`src/logic/nv_pkg.sv`:
```
// Shared constants for the data EEPROM access sequencer and its controller.
// Notes on behaviour
// - Write-start follows write-enable in the next instruction.
// - Interrupts off before a write, on after start.
// - Low-power entry during a cycle aborts it.
// - Keep write-enable cleared outside intended writes.
// - Control register reachable only through bank one.
// - Pointer 040H and bank 01H reach control register.
// - Read: address, read-enable bit 1, read-start bit 0.
// - Poll read-start to zero, then take data.
// - Write: address, data, write-enable bit 3, start bit 2.
// - Poll write-start to zero, clear control, bank zero.
// - Optionally read back and compare written byte.
// - Start bits self-clear; need enable already set.
// - Never both starts, nor enable with start.
// - Write end sets done and shared flags.
// - Power-on clears write-enable and bank select.
package nv_pkg;
    localparam int CLK_PERIOD_NS = 50;
    localparam int READ_TIME_NS = 250;
    localparam int WRITE_TIME_NS = 100000;
    localparam int READ_CYCLES = (READ_TIME_NS + CLK_PERIOD_NS - 1) / CLK_PERIOD_NS;
    localparam int WRITE_CYCLES = (WRITE_TIME_NS + CLK_PERIOD_NS - 1) / CLK_PERIOD_NS;
    localparam int CNT_W = 12;
    localparam int NV_DEPTH = 128;
    localparam int NV_AW = 7;
    localparam logic [7:0] NV_ERASED = 8'hFF;
    // Data-memory locations on the link.
    localparam logic [7:0] SFR_IAR = 8'h02;
    localparam logic [7:0] SFR_MP = 8'h03;
    localparam logic [7:0] SFR_BANK = 8'h04;
    localparam logic [7:0] SFR_NV_ADDR = 8'h05;
    localparam logic [7:0] SFR_NV_DATA = 8'h06;
    localparam logic [7:0] SFR_INTC = 8'h07;
    localparam logic [7:0] CTRL_OFFSET = 8'h40;
    localparam logic [7:0] BANK_ONE = 8'h01;
    localparam logic [7:0] BANK_ZERO = 8'h00;
    // Control register fields and reset values.
    localparam logic [7:0] CTRL_RD = 8'h01;
    localparam logic [7:0] CTRL_RD_EN = 8'h02;
    localparam logic [7:0] CTRL_WR = 8'h04;
    localparam logic [7:0] CTRL_WR_EN = 8'h08;
    localparam logic [7:0] CTRL_USED = 8'h0F;
    localparam logic [7:0] CTRL_RESET = 8'h00;
    localparam logic [7:0] REG8_RESET = 8'h00;
    localparam logic [7:0] INTC_DONE_IE = 8'h01;
    localparam logic [7:0] INTC_DONE_FLAG = 8'h02;
    // Controller register map on APB.
    localparam logic [11:0] APB_CMD = 12'h000;
    localparam logic [11:0] APB_ADDR = 12'h004;
    localparam logic [11:0] APB_WDATA = 12'h008;
    localparam logic [11:0] APB_STATUS = 12'h00C;
    localparam logic [11:0] APB_INT_STATUS = 12'h010;
    localparam logic [11:0] APB_INT_MASK = 12'h014;
    localparam int CMD_READ_BIT = 0;
    localparam int CMD_WRITE_BIT = 1;
    localparam int CMD_VERIFY_BIT = 2;
    localparam int CMD_SLEEP_BIT = 3;
    localparam int EV_READ_DONE = 0;
    localparam int EV_WRITE_DONE = 1;
    localparam int EV_VERIFY_ERR = 2;
    localparam logic [3:0] WR_START_STEP = 4'h5;
endpackage

```
`src/logic/nv_link_if.sv`:
```
// Link between the processor-side controller and the EEPROM access block.
`timescale 1ns/10ps
interface nv_link_if;
    logic req;
    logic wr;
    logic [7:0] addr;
    logic [7:0] wdata;
    logic [7:0] rdata;
    logic ack;
    logic gie;
    logic sleep;
    logic irq_ack;
    logic irq;
    modport host (output req, output wr, output addr, output wdata, output gie,
        output sleep, output irq_ack, input rdata, input ack, input irq);
    modport device (input req, input wr, input addr, input wdata, input gie,
        input sleep, input irq_ack, output rdata, output ack, output irq);
endinterface

```
`src/logic/nv_host.sv`:
```
// Processor-side controller that runs EEPROM read and write sequences for software.
`timescale 1ns/10ps
module nv_host import nv_pkg::*; (
    input wire logic clk,
    input wire logic reset_n,
    input wire logic psel,
    input wire logic penable,
    input wire logic pwrite,
    input wire logic [11:0] paddr,
    input wire logic [31:0] pwdata,
    output logic [31:0] prdata,
    output logic pready,
    output logic pslverr,
    output logic irq,
    nv_link_if.host link
);
    typedef enum logic [1:0] {H_IDLE, H_ISSUE, H_WAIT} host_state_e;
    typedef struct packed {
        logic wr;
        logic poll;
        logic last;
        logic [7:0] a;
        logic [7:0] dat;
    } op_s;
    typedef struct packed {
        host_state_e st;
        logic [3:0] step;
        logic kind_wr;
        logic verify_phase;
        logic verify_opt;
        logic sleep_req;
        logic verify_err;
        logic [NV_AW-1:0] addr;
        logic [7:0] wdata;
        logic [7:0] rd_data;
        logic [2:0] int_status;
        logic [2:0] int_mask;
        logic req;
        logic wr;
        logic [7:0] laddr;
        logic [7:0] lwdata;
        logic gie;
        logic sleep;
        logic irq_ack;
        logic pready;
        logic pslverr;
        logic [31:0] prdata;
        logic irq;
    } host_s;
    host_s q, d;

    function automatic op_s mk(logic wr, logic poll, logic last, logic [7:0] a, logic [7:0] v);
        op_s o;
        o.wr = wr;
        o.poll = poll;
        o.last = last;
        o.a = a;
        o.dat = v;
        return o;
    endfunction

    // One link instruction per step; a poll step repeats while its bit reads one.
    function automatic op_s seq_op(logic is_wr, logic [3:0] step, logic [7:0] a,
        logic [7:0] v);
        op_s o;
        o = '0;
        if (!is_wr)
        begin
            case (step)
                4'h0: o = mk(1'b1, 1'b0, 1'b0, SFR_NV_ADDR, a);
                4'h1: o = mk(1'b1, 1'b0, 1'b0, SFR_MP, CTRL_OFFSET);
                4'h2: o = mk(1'b1, 1'b0, 1'b0, SFR_BANK, BANK_ONE);
                4'h3: o = mk(1'b1, 1'b0, 1'b0, SFR_IAR, CTRL_RD_EN);
                4'h4: o = mk(1'b1, 1'b0, 1'b0, SFR_IAR, CTRL_RD_EN | CTRL_RD);
                4'h5: o = mk(1'b0, 1'b1, 1'b0, SFR_IAR, CTRL_RD);
                4'h6: o = mk(1'b1, 1'b0, 1'b0, SFR_IAR, CTRL_RESET);
                4'h7: o = mk(1'b1, 1'b0, 1'b0, SFR_BANK, BANK_ZERO);
                default: o = mk(1'b0, 1'b0, 1'b1, SFR_NV_DATA, REG8_RESET);
            endcase
        end
        else
        begin
            case (step)
                4'h0: o = mk(1'b1, 1'b0, 1'b0, SFR_NV_ADDR, a);
                4'h1: o = mk(1'b1, 1'b0, 1'b0, SFR_NV_DATA, v);
                4'h2: o = mk(1'b1, 1'b0, 1'b0, SFR_MP, CTRL_OFFSET);
                4'h3: o = mk(1'b1, 1'b0, 1'b0, SFR_BANK, BANK_ONE);
                4'h4: o = mk(1'b1, 1'b0, 1'b0, SFR_IAR, CTRL_WR_EN);
                // Issued as the very next instruction after write-enable.
                4'h5: o = mk(1'b1, 1'b0, 1'b0, SFR_IAR, CTRL_WR_EN | CTRL_WR);
                4'h6: o = mk(1'b0, 1'b1, 1'b0, SFR_IAR, CTRL_WR);
                4'h7: o = mk(1'b1, 1'b0, 1'b0, SFR_IAR, CTRL_RESET);
                4'h8: o = mk(1'b1, 1'b0, 1'b0, SFR_BANK, BANK_ZERO);
                default: o = mk(1'b1, 1'b0, 1'b1, SFR_INTC, INTC_DONE_IE);
            endcase
        end
        return o;
    endfunction

    always_comb
    begin
        op_s o;
        logic [2:0] ev;
        logic setup;
        logic access;
        o = seq_op(q.kind_wr, q.step, {1'b0, q.addr}, q.wdata);
        ev = '0;
        setup = psel && !penable;
        access = psel && penable && q.pready;
        d = q;
        d.irq_ack = link.irq && !q.irq_ack;
        case (q.st)
            H_IDLE:
                d.step = '0;
            H_ISSUE:
            begin
                d.req = 1'b1;
                d.wr = o.wr;
                d.laddr = o.a;
                d.lwdata = o.dat;
                d.st = H_WAIT;
            end
            H_WAIT:
            begin
                if (q.req && link.ack)
                begin
                    d.req = 1'b0;
                    d.st = H_ISSUE;
                    // Interrupts return only once the write cycle has started.
                    if (q.kind_wr && q.step == WR_START_STEP)
                        d.gie = 1'b1;
                    if (o.poll && ((link.rdata & o.dat) != '0))
                        d.step = q.step;
                    else if (!o.last)
                        d.step = q.step + 1'b1;
                    else if (q.kind_wr)
                    begin
                        ev[EV_WRITE_DONE] = 1'b1;
                        d.step = '0;
                        // Read the new byte back and compare it.
                        if (q.verify_opt)
                        begin
                            d.kind_wr = 1'b0;
                            d.verify_phase = 1'b1;
                        end
                        else
                            d.st = H_IDLE;
                    end
                    else
                    begin
                        d.rd_data = link.rdata;
                        d.st = H_IDLE;
                        d.verify_phase = 1'b0;
                        if (q.verify_phase)
                        begin
                            d.verify_err = (link.rdata != q.wdata);
                            ev[EV_VERIFY_ERR] = (link.rdata != q.wdata);
                        end
                        else
                            ev[EV_READ_DONE] = 1'b1;
                    end
                end
            end
            default:
                d.st = H_IDLE;
        endcase
        d.pslverr = 1'b0;
        d.pready = 1'b0;
        if (setup)
        begin
            d.pready = 1'b1;
            d.prdata = '0;
            case (paddr)
                APB_CMD: d.prdata[CMD_SLEEP_BIT:CMD_VERIFY_BIT] = {q.sleep_req, q.verify_opt};
                APB_ADDR: d.prdata[NV_AW-1:0] = q.addr;
                APB_WDATA: d.prdata[7:0] = q.wdata;
                APB_STATUS: d.prdata[15:0] = {q.rd_data, 5'h00, q.verify_err, q.sleep,
                    q.st != H_IDLE};
                APB_INT_STATUS: d.prdata[2:0] = q.int_status;
                APB_INT_MASK: d.prdata[2:0] = q.int_mask;
                default: d.pslverr = 1'b1;
            endcase
        end
        if (access && pwrite)
        begin
            case (paddr)
                APB_CMD:
                begin
                    d.verify_opt = pwdata[CMD_VERIFY_BIT];
                    d.sleep_req = pwdata[CMD_SLEEP_BIT];
                    // Starts are taken only when idle; one kind at a time.
                    if (q.st == H_IDLE && pwdata[CMD_READ_BIT])
                    begin
                        d.st = H_ISSUE;
                        d.kind_wr = 1'b0;
                        d.verify_phase = 1'b0;
                    end
                    else if (q.st == H_IDLE && pwdata[CMD_WRITE_BIT])
                    begin
                        d.st = H_ISSUE;
                        d.kind_wr = 1'b1;
                        d.verify_phase = 1'b0;
                        d.verify_err = 1'b0;
                        d.gie = 1'b0;
                    end
                end
                APB_ADDR: d.addr = pwdata[NV_AW-1:0];
                APB_WDATA: d.wdata = pwdata[7:0];
                APB_INT_STATUS: d.int_status = q.int_status & ~pwdata[2:0];
                APB_INT_MASK: d.int_mask = pwdata[2:0];
                default: d.addr = q.addr;
            endcase
        end
        // Events are merged after the clear so a same-cycle event survives.
        d.int_status = d.int_status | ev;
        // Low power is offered to the device only while no sequence runs.
        d.sleep = d.sleep_req && (d.st == H_IDLE);
        d.irq = |(d.int_status & d.int_mask);
    end

    always_ff @(posedge clk or negedge reset_n)
    begin
        if (!reset_n)
        begin
            q <= '0;
            q.st <= H_IDLE;
            q.gie <= 1'b1;
        end
        else
            q <= d;
    end

    assign link.req = q.req;
    assign link.wr = q.wr;
    assign link.addr = q.laddr;
    assign link.wdata = q.lwdata;
    assign link.gie = q.gie;
    assign link.sleep = q.sleep;
    assign link.irq_ack = q.irq_ack;
    assign prdata = q.prdata;
    assign pready = q.pready;
    assign pslverr = q.pslverr;
    assign irq = q.irq;
endmodule // nv_host

```
`src/flat_wrapper.sv`:
```
// flat-port wrapper written by rule: the top's interface ports become plain ports
module nv_host_flat import nv_pkg::*;
  (clk, reset_n, psel, penable, pwrite, paddr, pwdata, prdata, pready, pslverr, irq, link_req, link_wr, link_addr, link_wdata, link_gie, link_sleep, link_irq_ack, link_rdata, link_ack, link_irq);
  nv_link_if link_i ();
  input wire logic clk;
  input wire logic reset_n;
  input wire logic psel;
  input wire logic penable;
  input wire logic pwrite;
  input wire logic [11:0] paddr;
  input wire logic [31:0] pwdata;
  output logic [31:0] prdata;
  output logic pready;
  output logic pslverr;
  output logic irq;
  output wire logic [$bits(link_i.req)-1:0] link_req;
  output wire logic [$bits(link_i.wr)-1:0] link_wr;
  output wire logic [$bits(link_i.addr)-1:0] link_addr;
  output wire logic [$bits(link_i.wdata)-1:0] link_wdata;
  output wire logic [$bits(link_i.gie)-1:0] link_gie;
  output wire logic [$bits(link_i.sleep)-1:0] link_sleep;
  output wire logic [$bits(link_i.irq_ack)-1:0] link_irq_ack;
  input wire logic [$bits(link_i.rdata)-1:0] link_rdata;
  input wire logic [$bits(link_i.ack)-1:0] link_ack;
  input wire logic [$bits(link_i.irq)-1:0] link_irq;
  assign link_req = link_i.req;
  assign link_wr = link_i.wr;
  assign link_addr = link_i.addr;
  assign link_wdata = link_i.wdata;
  assign link_gie = link_i.gie;
  assign link_sleep = link_i.sleep;
  assign link_irq_ack = link_i.irq_ack;
  assign link_i.rdata = link_rdata;
  assign link_i.ack = link_ack;
  assign link_i.irq = link_irq;
  nv_host u_core (.clk(clk), .reset_n(reset_n), .psel(psel), .penable(penable), .pwrite(pwrite), .paddr(paddr), .pwdata(pwdata), .prdata(prdata), .pready(pready), .pslverr(pslverr), .irq(irq), .link(link_i));
endmodule
```
`config.mk`:
```
export PLATFORM = sky130hd
export DESIGN_NAME = nv_host_flat
export DESIGN_NICKNAME = d
export VERILOG_FILES = /design/src/logic/nv_pkg.sv /design/src/logic/nv_link_if.sv /design/src/logic/nv_host.sv /design/src/flat_wrapper.sv
export SDC_FILE = /design/constraint.sdc
export NUM_CORES = 1
export LEC_CHECK = 0
export BUFFER_PORTS_ARGS = -buffer_cell sky130_fd_sc_hd__buf_2
export CAP_MARGIN = 30
export CORE_MARGIN = 3
export CORE_UTILIZATION = 40
export DETAILED_ROUTE_END_ITERATION = 10
export GPL_TIMING_DRIVEN = 0
export HOLD_SLACK_MARGIN = 0.05
export PLACE_DENSITY = 0.63
export SYNTH_ARGS = -nofsm -noshare
export SYNTH_HDL_FRONTEND = slang
export SYNTH_SLANG_ARGS = --single-unit
```
`constraint.sdc`:
```
create_clock -name clk -period 3.2 [get_ports clk]
set_input_delay 0.32 -clock clk [delete_from_list [all_inputs] [get_ports clk]]
set_output_delay 0.32 -clock clk [all_outputs]
set_load 0.03 [all_outputs]
```
# Word-level counts from Yosys, hierarchy flattened
# Cells that the tools add are included.
dict set report word_totals {
  elab_cells 149
  ff_bits 80
  input_bits 59
}
dict set report classes {
  add_sub_neg 1
  n_eq_ne 19
  reduce_logical 29
  n_mux 70
  n_bitwise 7
}
# operator n
set op_table {}
lappend op_table {{$pmux 19 s9} 1}
lappend op_table {{$pmux 19 s8} 1}
lappend op_table {{$mux 2} 18}
lappend op_table {{$mux 34} 1}
lappend op_table {{$mux 1} 25}
lappend op_table {{$eq 12x4->1 const B} 2}
lappend op_table {{$eq 12x5->1 const B} 2}
lappend op_table {{$mux 8} 3}
lappend op_table {{$mux 20} 1}
lappend op_table {{$mux 19} 1}
lappend op_table {{$mux 3} 6}
lappend op_table {{$eq 4x3->1 const B} 4}
lappend op_table {{$eq 12x3->1 const B} 1}
lappend op_table {{$logic_not 12->1} 1}
lappend op_table {{$logic_and 1x1->1} 11}
lappend op_table {{$mux 5} 2}
lappend op_table {{$pmux 2 s5} 1}
lappend op_table {{$and 8x8->8} 1}
lappend op_table {{$eq 4x2->1 const B} 2}
lappend op_table {{$mux 4} 2}
lappend op_table {{$ne 8x8->1} 1}
lappend op_table {{$pmux 4 s2} 1}
lappend op_table {{$reduce_and 2->1} 4}
lappend op_table {{$reduce_bool 8->1} 1}
lappend op_table {{other kinds (27)} 33}

# Longest topological paths before layout
# Gate-level depths: netlist of the first run.
dict set report logic_depth {
  ltp_word 20
  ltp_mapped 9
}

# Worst setup path after synthesis of the first run
# OpenSTA, ideal clock, no wires.
dict set report synth_path {
  path_type {input to register}
  from {input paddr[8]}
  to {register u_core.q, in the netlist u_core.irq}
  setup_time_ns 0.119
  slack_ns 0.809
  cell_stages 6
  arrival_time_ns 2.273
  n_path_buf 0
  cell_sequence {or4_4 > or4_4 > nor3_4 > mux2_4 > a22oi_2 > a21bo_1}
}
# element line
set synth_lines {}
lappend synth_lines {{start, declared} flat_wrapper.sv:10} ;# input wire logic [11:0] paddr;
lappend synth_lines {{end, declared} nv_host.sv:50} ;# host_s q, d;

==> results of run 1 <==
-- through the flow --
step           instances  hold slack [ps]  cell area (sq um)  setup WS (ps)  utilization [%]
3_3_place_gp         644            410.3               4832          208.0            46.81
2_1_floorplan        441            24.41               4327          808.5                -
4_1_cts              663            159.1               5067          191.3            49.09
5_1_grt              663            184.4               5069          89.69            49.10
3_5_place_dp         646            327.9               4860          225.3            47.07
6_report             663            173.9               5069          329.6            49.10
-- power by group --
| group | leakage, nW | internal (mW) | total (mW) | switching (mW) |
|---|---|---|---|---|
| Clock | 0.100 | 0.365 | 0.750 | 0.385 |
| Combinational | 1.43 | 0.160 | 0.461 | 0.301 |
| Sequential | 1.03 | 0.999 | 1.03 | 0.0334 |
-- cells in the final DEF, fill, tap and decap left out, types with 6 or more instances in the layout --
cell	Yosys	final
a22o_1	12	12
clkbuf_1	19	19
xor2_1	8	8
nand2b_1	6	6
inv_1	11	11
a21oi_1	18	18
a31oi_1	8	8
nand3_1	8	8
conb_1	1	21
nor3_1	6	6
dfrtp_1	74	74
buf_4	48	49
nor2_1	23	23
buf_2	1	68
nand2_1	36	36
mux2_2	22	22
o21ai_0	24	24
clkbuf_8	0	9
mux2_1	9	9
-- routing by layer --
layer	up-vias	wire length [microns]
met3	15	608
met4	0	231
met1	1631	4870
met5	-	0
li1	1658	-
met2	99	5057
-- logic make-up after synthesis --
kind of cell | Yosys count | synth area share, %
AO/OA/AOI/OAI | 98 | 15.48
other | 1 | 0.08820
XOR/XNOR | 8 | 1.648
buffers and inverters | 80 | 11.33
AND/OR/NAND/NOR | 116 | 15.66
multiplexers | 39 | 10.45
adder cells (fa/ha/maj) | 4 | 1.177
flip-flops | 75 | 44.17
-- registers in the layout (all words and copies together) (netlist names) --
| signal | count |
|---|---|
| u_core.prdata | 16 |
| u_core.link.addr | 3 |
| u_core.link.wdata | 8 |
| u_core.link.sleep | 1 |
| u_core.q | 40 |
| u_core.pready | 1 |
| u_core.link.irq_ack | 1 |
| u_core.link.wr | 1 |
| u_core.pslverr | 1 |
| u_core.link.req | 1 |
| u_core.link.gie | 1 |
| u_core.irq | 1 |
-- worst max-delay path: stages, from the launching register on --
cell,delay [ps]
dfrtp_1,400
inv_1,110
ha_1,230
clkbuf_1,260
nor4_1,650
o211ai_1,220
a2111oi_1,530
a21o_1,180
a22oi_2,50
a21bo_1,170
-- final cells by class --
class | count | area [sq um] | share of cell area, %
clock buffer | 9 | 123.9 | 2.444
sequential | 75 | 1878 | 37.05
timing repair buffer | 70 | 372.9 | 7.356
clock inverter | 7 | 73.82 | 1.456
multi-input combinational | 286 | 1968 | 38.83
inverter | 11 | 41.29 | 0.8146
tap | 136 | 170.2 | 3.357
buffer | 69 | 440.4 | 8.689
-- how the worst max path moves through the flow --
stage / to / slack, ps / depth (start not counted)
finish: u_core.irq / 330 / 9
global route: u_core.irq / 90 / 9
floorplan: u_core.irq / 810 / 6
detailed placement: u_core.irq / 230 / 9
global placement: u_core.irq / 210 / 9
CTS: u_core.irq / 190 / 9
-- what timing repair did --
| action | in CTS | in global routing |
|---|---|---|
| endpoints found under the setup margin | 0 | 1 |
| gates resized for setup | 0 | 1 |
| endpoints found under the hold margin | 36 | 0 |
| hold buffers | 1 | 0 |
==> reports/metrics.csv, run 1 <==
stage;metric;value;unit
grt;global routing's busiest layer;met2;
critical_path;register-to-register setup slack;330;ps
placed_design;HPWL after detailed placement;8.234;mm
critical_path;reg2reg end;u_core.irq;
sta;worst slew pin tran;667.7;ps
route;via count;3403;
sta;setup TNS;0;ps
sta;max-slew violation count;0;
cts;setup bufs post-CTS;0;
sta;Fmax;348.4;MHz
logic_synthesis;Synth Area per Inst;10.10;sq um
critical_path;Worst setup SP type;flip-flop;
route;Post-Route WL;10.77;mm
route;drt drc;0;
logic_synthesis;fraction of registers with async set/reset;100.0;%
die;row count;37;
logic_synthesis;synthesized flop and latch total;75;
critical_path;crit end category;flip-flop;
cts;CTS H-tree lvls;3;
die;die height;109.1;microns
logic_synthesis;sequential-to-total area share from yosys stat;44.17;%
hold_path;hold path depth;2;
grt;global-route met1 utilization;26.09;%
cells_and_area;antenna cells;0;
route;routed length per placed instance;16.24;microns
die;IO Count;115;
critical_path;Critical R2R Launch;u_core.q[91];
route;vias per inst;5.133;
sta;RSZ-0062 raised after global routing;no;
critical_path;WS Path Type;flip-flop to flip-flop;
logic_synthesis;post-synth top area share;43.56;%
critical_path;worst setup path start;u_core.q[91];
grt;GR Layer Usage met3;2.842;%
power_and_ir_drop;Pwr per Cell Area;442.6;mW/mm^2
grt;met2 Use GR;29.69;%
critical_path;CP required;3510;ps
grt;largest net degree at the start of global routing;40;
grt;grt ovf;0;
cts;clock sink count;75;
die;DIE WIDTH;109.1;microns
grt;antenna violations before repair;0;
route;drt initial violations;193;
logic_synthesis;Syn. warnings;0;
cells_and_area;Synth-to-Final Area Change;19.22;%
grt;GRT Total Usage;19.12;%
cts;worst-skew pair later-pin latency;360;ps
placed_design;IO Port Bufs;67;
cts;maximum clock path buffer count;2;
cts;CTS tree;done;
power_and_ir_drop;Leakage;2.553;nW
sta;Min Clock Period, post-route;2870;ps
sta;clock skew;10.75;ps
sta;Final Hold Fails;0;
logic_synthesis;most frequent cell after synthesis;dfrtp_1;
cts;Worst-path clk slew;80;ps
route;Final ANT Viol Nets;0;
die;Die Area;0.01190;sq mm
logic_synthesis;mapped cell area;0.004252;sq mm
sta;Setup-failing EPs final;0;
placed_design;Placer Congestion;0.8510;
critical_path;crit path DAT;3180;ps
logic_synthesis;cell accounting for the most synthesized area;dfrtp_1;
grt;vias in the first global route;3336;
grt;first-pass GRT wire length;17.41;mm
logic_synthesis;Main synth FF type;dfrtp_1;
flow_run;max-cap viol count;0;
cts;CTS buffer count;9;
logic_synthesis;Synth area leaders;dfrtp_1 44%, buf_4 8.5%, mux2_2 5.8%;
critical_path;FF-to-FF path depth;9;
hold_path;Hold EP;u_core.link.irq_ack;
critical_path;Max FO, Critical Path;10;
power_and_ir_drop;Overall Power;2.244;mW
logic_synthesis;Yosys cell types;62;
route;DRT Pass-1 Iters;4;
logic_synthesis;Syn Inst Count;421;
hold_path;worst hold start;link_irq;
die;Core Area;0.01032;sq mm
cts;Root Driver;clkbuf_8;
power_and_ir_drop;Max IR drop VDD;0.2210;mV
logic_synthesis;EDFF count, synth;0;
sta;period utilization;89.70;%
run_status;status;completed;
die;Initial Utilization;41.18;%
cells_and_area;share of cells above drive strength 1;33.02;%
cells_and_area;nets;585;
sta;headroom to the max-slew limit;55.49;%
logic_synthesis;Commonest cells post-synth;74 x dfrtp_1, 48 x buf_4, 36 x nand2_1, 24 x o21ai_0, 23 x nor2_1;
cells_and_area;# fillers;1005;
hold_path;type of the worst min-delay path;input pin to flip-flop;
Note: power is estimated with default switching activity, not from simulation.
==> inputs of run 2 (changes only) <==
--- a/config.mk
+++ b/config.mk
@@ -5,6 +5,7 @@
 export SDC_FILE = /design/constraint.sdc
 export NUM_CORES = 1
 export LEC_CHECK = 0
+export ABC_AREA = 1
 export BUFFER_PORTS_ARGS = -buffer_cell sky130_fd_sc_hd__buf_2
 export CAP_MARGIN = 30
 export CORE_MARGIN = 3
@@ -12,7 +13,7 @@
 export DETAILED_ROUTE_END_ITERATION = 10
 export GPL_TIMING_DRIVEN = 0
 export HOLD_SLACK_MARGIN = 0.05
-export PLACE_DENSITY = 0.63
+export PLACE_DENSITY = 0.62
 export SYNTH_ARGS = -nofsm -noshare
 export SYNTH_HDL_FRONTEND = slang
 export SYNTH_SLANG_ARGS = --single-unit
==> run 2 against run 1 <==
Compared with the run above:
- final area rose by 3.4%
- sequential share of layout area fell by 1.2 points
- count of clock-buffer cells in the layout rose by 3
- fmax increased by 22%
- worst hold slack worse by 13 ps
- critical path depth grew 6
- flip-flop and latch count unchanged
- largest power group unchanged
==> reports/metrics.csv, run 2 <==
stage;metric;value;unit;change
run_status;status;completed;;unchanged
power_and_ir_drop;internal power;1.613;mW;was 1.525 mW
power_and_ir_drop;Max IR drop VDD;0.2204;mV;was 0.2210 mV
route;drt initial violations;279;;was 193
critical_path;buffer and inverter count on the worst path;2;;unchanged
critical_path;CP cell instances;inv_1 -> ha_1 -> inv_1 -> nor2_2 -> nand2_1 -> o21ai_1 -> nand2_1 -> nand2_1 -> nor2_1 -> nand4_2 -> nand2_4 -> nand2_4 -> nand2_4 -> nand2_1 -> nand2_1;;was inv_1 -> ha_1 -> clkbuf_1 -> nor4_1 -> o211ai_1 -> a2111oi_1 -> a21o_1 -> a22oi_2 -> a21bo_1
logic_synthesis;fraction of registers with async set/reset;100.0;%;unchanged
cts;maximum clock path buffer count;2;;unchanged
cts;worst-skew pair later-pin latency;360;ps;about the same
die;die height;111.0;microns;was 109.1 microns
grt;vias in the first global route;3815;;was 3336
cts;clock sink count;75;;unchanged
grt;antenna violations before repair;0;;unchanged
power_and_ir_drop;sw power;0.8792;mW;was 0.7189 mW
sta;headroom to the max-slew limit;58.30;%;was 55.49%
placed_design;IO Port Bufs;69;;was 67
route;Post-Route WL;11.34;mm;was 10.77 mm
route;drt drc;0;;unchanged
die;Core Area;0.01051;sq mm;was 0.01032 sq mm
logic_synthesis;Yosys cell types;42;;was 62
power_and_ir_drop;Sw Ratio;35.28;%;was 32.04%
grt;first-pass GRT wire length;19.03;mm;was 17.41 mm
logic_synthesis;sequential-to-total area share from yosys stat;42.57;%;was 44.17%
sta;Setup-failing EPs final;0;;unchanged
critical_path;Worst setup SP type;flip-flop;;unchanged
logic_synthesis;Commonest cells post-synth;178 x nand2_1, 74 x dfrtp_1, 60 x inv_1, 48 x buf_4, 43 x o21ai_0;;was 74 x dfrtp_1, 48 x buf_4, 36 x nand2_1, 24 x o21ai_0, 23 x nor2_1
die;Initial Utilization;41.98;%;was 41.18%
cells_and_area;share of cells above drive strength 1;24.53;%;was 33.02%
die;DIE WIDTH;111.0;microns;was 109.1 microns
sta;RSZ-0062 raised after global routing;no;;unchanged
cells_and_area;antenna cells;0;;unchanged
power_and_ir_drop;clock share of power;29.0;%;was 33.4%
sta;period utilization;73.23;%;was 89.70%
logic_synthesis;Synth Area per Inst;7.633;sq um;was 10.10 sq um
route;routed length per placed instance;13.81;microns;was 16.24 microns
logic_synthesis;mapped cell area;0.004412;sq mm;was 0.004252 sq mm
critical_path;WS Path Type;flip-flop to flip-flop;;unchanged
critical_path;Max FO, Critical Path;10;;unchanged
critical_path;CP required;3450;ps;was 3510 ps
sta;setup TNS;0;ps;unchanged
power_and_ir_drop;sequential power share;43.7;%;was 46.0%
grt;grt ovf;0;;unchanged
logic_synthesis;Syn. warnings;0;;unchanged
cts;Root Driver;clkbuf_8;;unchanged
logic_synthesis;EDFF count, synth;0;;unchanged
cells_and_area;nets;743;;was 585
cts;setup bufs post-CTS;0;;unchanged
cells_and_area;Core Util, Final;49.86;%;was 49.10%
critical_path;crit path DAT;2590;ps;was 3180 ps
die;row count;37;;unchanged
cts;CTS tree;done;;unchanged
route;Final ANT Viol Nets;0;;unchanged
power_and_ir_drop;Pwr per Cell Area;475.6;mW/mm^2;was 442.6 mW/mm^2
placed_design;Placer Congestion;0.8997;;was 0.8510
cells_and_area;Synth-to-Final Area Change;18.77;%;was 19.22%
logic_synthesis;Syn Inst Count;578;;was 421
critical_path;crit-path most repeated cell;nand2_1;;
logic_synthesis;cell accounting for the most synthesized area;dfrtp_1;;unchanged
route;vias per inst;4.793;;was 5.133
critical_path;CP max stage cell;dfrtp_1;;was nor4_1
critical_path;Top delay family on crit path;simple AND/OR/NAND/NOR gates;;was compound AO/OA/AOI/OAI gates
critical_path;crit end category;flip-flop;;unchanged
route;via count;3935;;was 3403
sta;worst slew pin tran;623.1;ps;was 667.7 ps
logic_synthesis;Main synth FF type;dfrtp_1;;unchanged
placed_design;Placed Area;0.005032;sq mm;was 0.004860 sq mm
power_and_ir_drop;combinational power share;27.3;%;was 20.5%
cells_and_area;# fillers;1089;;was 1005
die;IO Count;115;;unchanged
cts;# hold bufs at CTS;1;;unchanged
cells_and_area;design area;0.005240;sq mm;was 0.005069 sq mm
grt;GRT Total Usage;19.02;%;was 19.12%
sta;max-slew violation count;0;;unchanged
die;Die Area;0.01233;sq mm;was 0.01190 sq mm
route;DRT Pass-1 Iters;5;;was 4
cts;Worst-path clk slew;80;ps;about the same
cells_and_area;commonest non-fill, non-tap cells in the layout;178 x nand2_1, 74 x dfrtp_1, 69 x buf_2;;was 74 x dfrtp_1, 68 x buf_2, 49 x buf_4
grt;largest net degree at the start of global routing;61;;was 40
logic_synthesis;Synth area leaders;dfrtp_1 42%, nand2_1 15%, buf_4 8.2%;;was dfrtp_1 44%, buf_4 8.5%, mux2_2 5.8%
flow_run;max-cap viol count;0;;unchanged
cells_and_area;max FFs per register;40;;unchanged
cts;CTS H-tree lvls;3;;unchanged
cells_and_area;Largest Register;u_core.q;;unchanged
power_and_ir_drop;Leakage;2.752;nW;was 2.553 nW
critical_path;Max stage delay on crit path;430;ps;was 650 ps
logic_synthesis;post-synth top area share;41.97;%;was 43.56%
cells_and_area;Finished Layout Cells;821;;was 663
placed_design;placed cell count;804;;was 646
sta;Fmax;426.8;MHz;was 348.4 MHz
sta;Final Hold Fails;0;;unchanged
logic_synthesis;most frequent cell after synthesis;nand2_1;;was dfrtp_1
cts;CTS buffer count;9;;unchanged
sta;clock skew;9.182;ps;was 10.75 ps
cells_and_area;most common cell after layout, fill and taps aside;nand2_1;;was dfrtp_1
placed_design;HPWL after detailed placement;8.980;mm;was 8.234 mm
sta;hold_ws;160.8;ps;was 173.9 ps
hold_path;type of the worst min-delay path;input pin to flip-flop;;unchanged
logic_synthesis;synthesized flop and latch total;75;;unchanged
sta;Min Clock Period, post-route;2343;ps;was 2870 ps
cts;Resize count post-CTS;0;;unchanged
-- run 2: cell types whose count changed in the layout (fill, tap and decap cells not counted), moves of 10 or more --
cell     before  now
mux2_2       22    1
inv_1        11   60
o21ai_0      24   43
nand2_1      36  178
a22o_1       12    0
nand4_1       4   14
a21oi_1      18    6
nor2_1       23   40
nand3_1       8   27
-- run 2: worst paths after layout --
kind                                     start                  end  slack, ps  cells after the start
max                               u_core.q[91]         u_core.q[91]        860                     15
min                                   link_irq  u_core.link.irq_ack        160                      3
max reg2reg                       u_core.q[91]         u_core.q[91]        860                     15
min reg2reg                u_core.link.irq_ack  u_core.link.irq_ack        430                      1
max in group asynchronous              reset_n      u_core.link.gie       2220                      3
min in group asynchronous              reset_n  u_core.link.irq_ack        370                      2
-- run 2: worst reg2reg max path, stage by stage, from the launching register on --
cell and delay [ps]:
dfrtp_1 430, inv_1 90, ha_1 250, inv_1 100, nor2_2 260, nand2_1 150, o21ai_1 250, nand2_1 80
nand2_1 60, nor2_1 50, nand4_2 100, nand2_4 130, nand2_4 130, nand2_4 60, nand2_1 70, nand2_1 50
-- run 2: per-layer routing --
| layer | vias to the layer above | track usage [%] | part of all wire (%) |
|---|---|---|---|
| met2 | 103 | 30.14 | 47 |
| met3 | 14 | 3.166 | 5.2 |
| met1 | 1819 | 27.18 | 46 |
| met4 | 0 | 4.866 | 1.3 |
| met5 | - | 0 | 0 |
| li1 | 1999 | - | - |
-- run 2: layout make-up --
type | count | area (sq um) | area share (%)
clock buffers | 12 | 165.2 | 3.152
well taps | 136 | 170.2 | 3.247
flip-flops and latches | 75 | 1878 | 35.84
multi-input cells | 399 | 1961 | 37.42
clock inverters | 4 | 32.53 | 0.6208
inverters | 64 | 240.2 | 4.585
plain buffers | 60 | 407.9 | 7.784
repair buffers | 71 | 385.4 | 7.354
-- run 2: metrics by stage --
step / total power, mW / worst slack [ps]
final: 2.492 / 856.7
after global routing: 2.646 / 602.0
after CTS: 2.516 / 859.9
after detailed placement: 1.789 / 868.6
after global placement: 1.774 / 928.3
after floorplan: 1.594 / 1292
-- run 2: power by group through the flow --
stage	clock, mW	combinational (mW)	sequential, mW
6_report	0.722	0.681	1.09
5_1_grt	0.783	0.759	1.10
4_1_cts	0.742	0.685	1.09
3_5_place_dp	0	0.683	1.11
3_3_place_gp	0	0.670	1.10
2_1_floorplan	0	0.469	1.13
-- run 2: kinds of logic (layout without fill, tap and decap cells) --
logic type      Yosys count  after routing  synth area share [%]
simple gates            287            287                 29.64
other cells               1             21               0.08500
xor+xnor                  5              5                0.9926
fa+ha+maj                 4              4                 1.134
flops                    75             75                 42.57
mux                       1              1                0.2552
buf+inv                 124            211                 14.69
compound gates           81             81                 10.64
==> inputs of run 3 (changes only) <==
--- a/config.mk
+++ b/config.mk
@@ -5,7 +5,7 @@
 export SDC_FILE = /design/constraint.sdc
 export NUM_CORES = 1
 export LEC_CHECK = 0
-export ABC_AREA = 1
+export ABC_AREA = 0
 export BUFFER_PORTS_ARGS = -buffer_cell sky130_fd_sc_hd__buf_2
 export CAP_MARGIN = 30
 export CORE_MARGIN = 3
@@ -13,7 +13,7 @@
 export DETAILED_ROUTE_END_ITERATION = 10
 export GPL_TIMING_DRIVEN = 0
 export HOLD_SLACK_MARGIN = 0.05
-export PLACE_DENSITY = 0.62
+export PLACE_DENSITY = 0.63
 export SYNTH_ARGS = -nofsm -noshare
 export SYNTH_HDL_FRONTEND = slang
 export SYNTH_SLANG_ARGS = --single-unit
==> constraint.sdc (replaced) <==
create_clock -name clk -period 2.2 [get_ports clk]
set_input_delay 0.22 -clock clk [delete_from_list [all_inputs] [get_ports clk]]
set_output_delay 0.22 -clock clk [all_outputs]
set_load 0.03 [all_outputs]
==> run 3 against run 2 <==
Compared with the run above:
- non-clock buffer count increased by 16
- combinational power increased by 4.1%
- first-iteration DRC count decreased by 21%
- highest routed layer unchanged
- count of clock-buffer cells in the layout decreased by 1
- die area decreased by 3.4%
- fmax decreased by 3.8%
- the flow now finishes with violations (setup timing)
- worst setup slack got worse by 1100 ps
- global-route usage decreased by 0.41 points
- sequential share of layout area about the same
==> reports/metrics.csv, run 3 (same netlist as run 1, synthesis figures left out) <==
stage;metric;value;unit;change
run_status;status;complete, but fails checks;;was completed
run_status;failing checks;setup timing;;
sta;clock skew;13.83;ps;was 9.182 ps
sta;Min Clock Period, post-route;2436;ps;was 2343 ps
cells_and_area;Synth-to-Final Area Change;23.34;%;was 18.77%
grt;largest net degree at the start of global routing;62;;was 61
cells_and_area;share of cells above drive strength 1;38.69;%;was 24.53%
sta;Final Hold Fails;0;;unchanged
cts;CTS H-tree lvls;3;;unchanged
placed_design;HPWL after detailed placement;7.960;mm;was 8.980 mm
flow_run;max-cap viol count;0;;unchanged
die;Initial Utilization;41.18;%;was 41.98%
die;die height;109.1;microns;was 111.0 microns
die;row count;37;;unchanged
sta;worst slew pin tran;625.1;ps;was 623.1 ps
placed_design;Placer Congestion;0.8457;;was 0.8997
die;Core Area;0.01032;sq mm;was 0.01051 sq mm
power_and_ir_drop;sw power;1.071;mW;was 0.8792 mW
cells_and_area;max FFs per register;40;;unchanged
critical_path;Critical R2R Launch;u_core.q[91];;unchanged
critical_path;WS Path Type;flip-flop to flip-flop;;unchanged
grt;vias in the first global route;3265;;was 3815
route;drt drc;0;;unchanged
route;Post-Route WL;10.72;mm;was 11.34 mm
grt;first-pass GRT wire length;16.97;mm;was 19.03 mm
power_and_ir_drop;Max IR drop VDD;0.3071;mV;was 0.2204 mV
critical_path;Worst setup SP type;flip-flop;;unchanged
cts;maximum clock path buffer count;2;;unchanged
cts;CTS tree;done;;unchanged
die;IO Count;115;;unchanged
power_and_ir_drop;Overall Power;3.242;mW;was 2.492 mW
sta;slack of the critical path;-236.1;ps;was 856.7 ps
cells_and_area;nets;593;;was 743
critical_path;crit path DAT;2700;ps;was 2590 ps
power_and_ir_drop;Pwr per Cell Area;618.2;mW/mm^2;was 475.6 mW/mm^2
route;Final ANT Viol Nets;0;;unchanged
die;DIE WIDTH;109.1;microns;was 111.0 microns
cells_and_area;commonest non-fill, non-tap cells in the layout;73 x dfrtp_1, 67 x buf_2, 60 x buf_4;;was 178 x nand2_1, 74 x dfrtp_1, 69 x buf_2
cts;clock sink count;75;;unchanged
die;Die Area;0.01190;sq mm;was 0.01233 sq mm
placed_design;IO Port Bufs;67;;was 69
cells_and_area;antenna cells;0;;unchanged
cells_and_area;Largest Register;u_core.q;;unchanged
power_and_ir_drop;internal power;2.171;mW;was 1.613 mW
sta;Fmax;410.5;MHz;was 426.8 MHz
cts;CTS buffer count;9;;unchanged
hold_path;type of the worst min-delay path;input pin to flip-flop;;unchanged
sta;RSZ-0062 raised after global routing;yes;;was no
grt;grt ovf;0;;unchanged
grt;GRT Total Usage;18.61;%;was 19.02%
sta;headroom to the max-slew limit;57.73;%;was 58.30%
power_and_ir_drop;clock share of power;31.7;%;was 29.0%
cells_and_area;most common cell after layout, fill and taps aside;dfrtp_1;;was nand2_1
sta;hold_ws;61.90;ps;was 160.8 ps
route;routed length per placed instance;15.97;microns;was 13.81 microns
critical_path;worst setup path start;u_core.q[91];;unchanged
power_and_ir_drop;Sw Ratio;33.04;%;was 35.28%
critical_path;crit end category;flip-flop;;unchanged
route;via count;3461;;was 3935
power_and_ir_drop;combinational power share;21.9;%;was 27.3%
cts;Worst-path clk slew;90;ps;was 80 ps
power_and_ir_drop;sequential power share;46.5;%;was 43.7%
hold_path;worst hold start;link_irq;;unchanged
sta;period utilization;110.7;%;was 73.23%
grt;antenna violations before repair;0;;unchanged
critical_path;Max FO, Critical Path;4;;was 10
critical_path;CP required;2460;ps;was 3450 ps
power_and_ir_drop;Leakage;2.648;nW;was 2.752 nW
cts;worst-skew pair later-pin latency;360;ps;about the same
cts;Root Driver;clkbuf_8;;unchanged
route;vias per inst;5.158;;was 4.793
route;DRT Pass-1 Iters;6;;was 5
sta;max-slew violation count;0;;unchanged
sta;Setup-failing EPs final;14;;was 0
critical_path;register-to-register setup slack;-240;ps;was 860 ps
route;drt initial violations;221;;was 279
## run 3: cell types whose count changed in the layout (fill, tap and decap cells not counted), moves of 10 or more
cell | previous run | this run
nand3_1 | 27 | 7
nand4_1 | 14 | 4
o21ai_0 | 43 | 24
nor2_1 | 40 | 23
inv_1 | 60 | 9
mux2_2 | 1 | 22
a21oi_1 | 6 | 18
a22o_1 | 0 | 12
nand2_1 | 178 | 36
buf_4 | 49 | 60
## run 3: power by group through the flow
stage                     combinational, mW  clock, mW  sequential (mW)
final                                 0.709       1.03             1.51
after global routing                  0.773       1.10             1.52
after CTS                             0.694       1.04             1.50
after detailed placement              0.673          0             1.53
after global placement                0.660          0             1.53
after floorplan                       0.429          0             1.57
## run 3: layout make-up
cell class	instances	area, sq um
plain buffers	67	452.9
clock buffers	11	141.4
clock inverters	5	43.79
fillers	999	5080
inverters	11	41.29
multi-input cells	286	2057
flip-flops and latches	75	1879
well taps	136	170.2
repair buffers	80	457.9
## run 3: timing repair
| action | CTS | global route |
|---|---|---|
| resized for setup | 16 | 17 |
| pin swaps | 2 | 9 |
| hold buffers | 1 | 0 |
| hold endpoints to repair | 59 | 0 |
| buffers inserted | 5 | 6 |
| endpoints found under the setup margin | 21 | 29 |
## run 3: through the flow
stage / util, % / setup slack (ps) / cell area (sq um) / cells / TNS (ps)
floorplan: - / -91.48 / 4330 / 441 / -91.48
CTS: 49.91 / -187.2 / 5152 / 665 / -810.4
global placement: 46.84 / -560.6 / 4836 / 644 / -8366
finish: 50.79 / -236.1 / 5244 / 671 / -1497
detailed placement: 47.13 / -607.6 / 4866 / 645 / -9829
global route: 50.79 / -349.3 / 5244 / 671 / -3440
## run 3: worst max-delay path, stage by stage (launching register included)
cell     delay, ps
dfrtp_1        400
inv_2          100
ha_4           190
buf_8          120
or3b_1         340
a32o_2         290
a22oi_2        120
nand4_1        240
a21o_1         270
o41ai_2        280
## run 3: worst paths after layout
check | end | depth (start not counted)
min reg2reg | u_core.link.irq_ack | 1
max | u_core.q[93] | 9
max in group asynchronous | u_core.link.gie | 3
min in group asynchronous | u_core.link.irq_ack | 2
min | u_core.link.irq_ack | 2
max reg2reg | u_core.q[93] | 9
## run 3: metal layers
layer  global-route usage, %  share of wire [%]  vias up
met5                       0                  0        -
met4                   6.492                1.7        0
met3                   2.842                4.7       19
met2                   30.04                 47       95
met1                   25.42                 46     1680
li1                        -                  -     1667
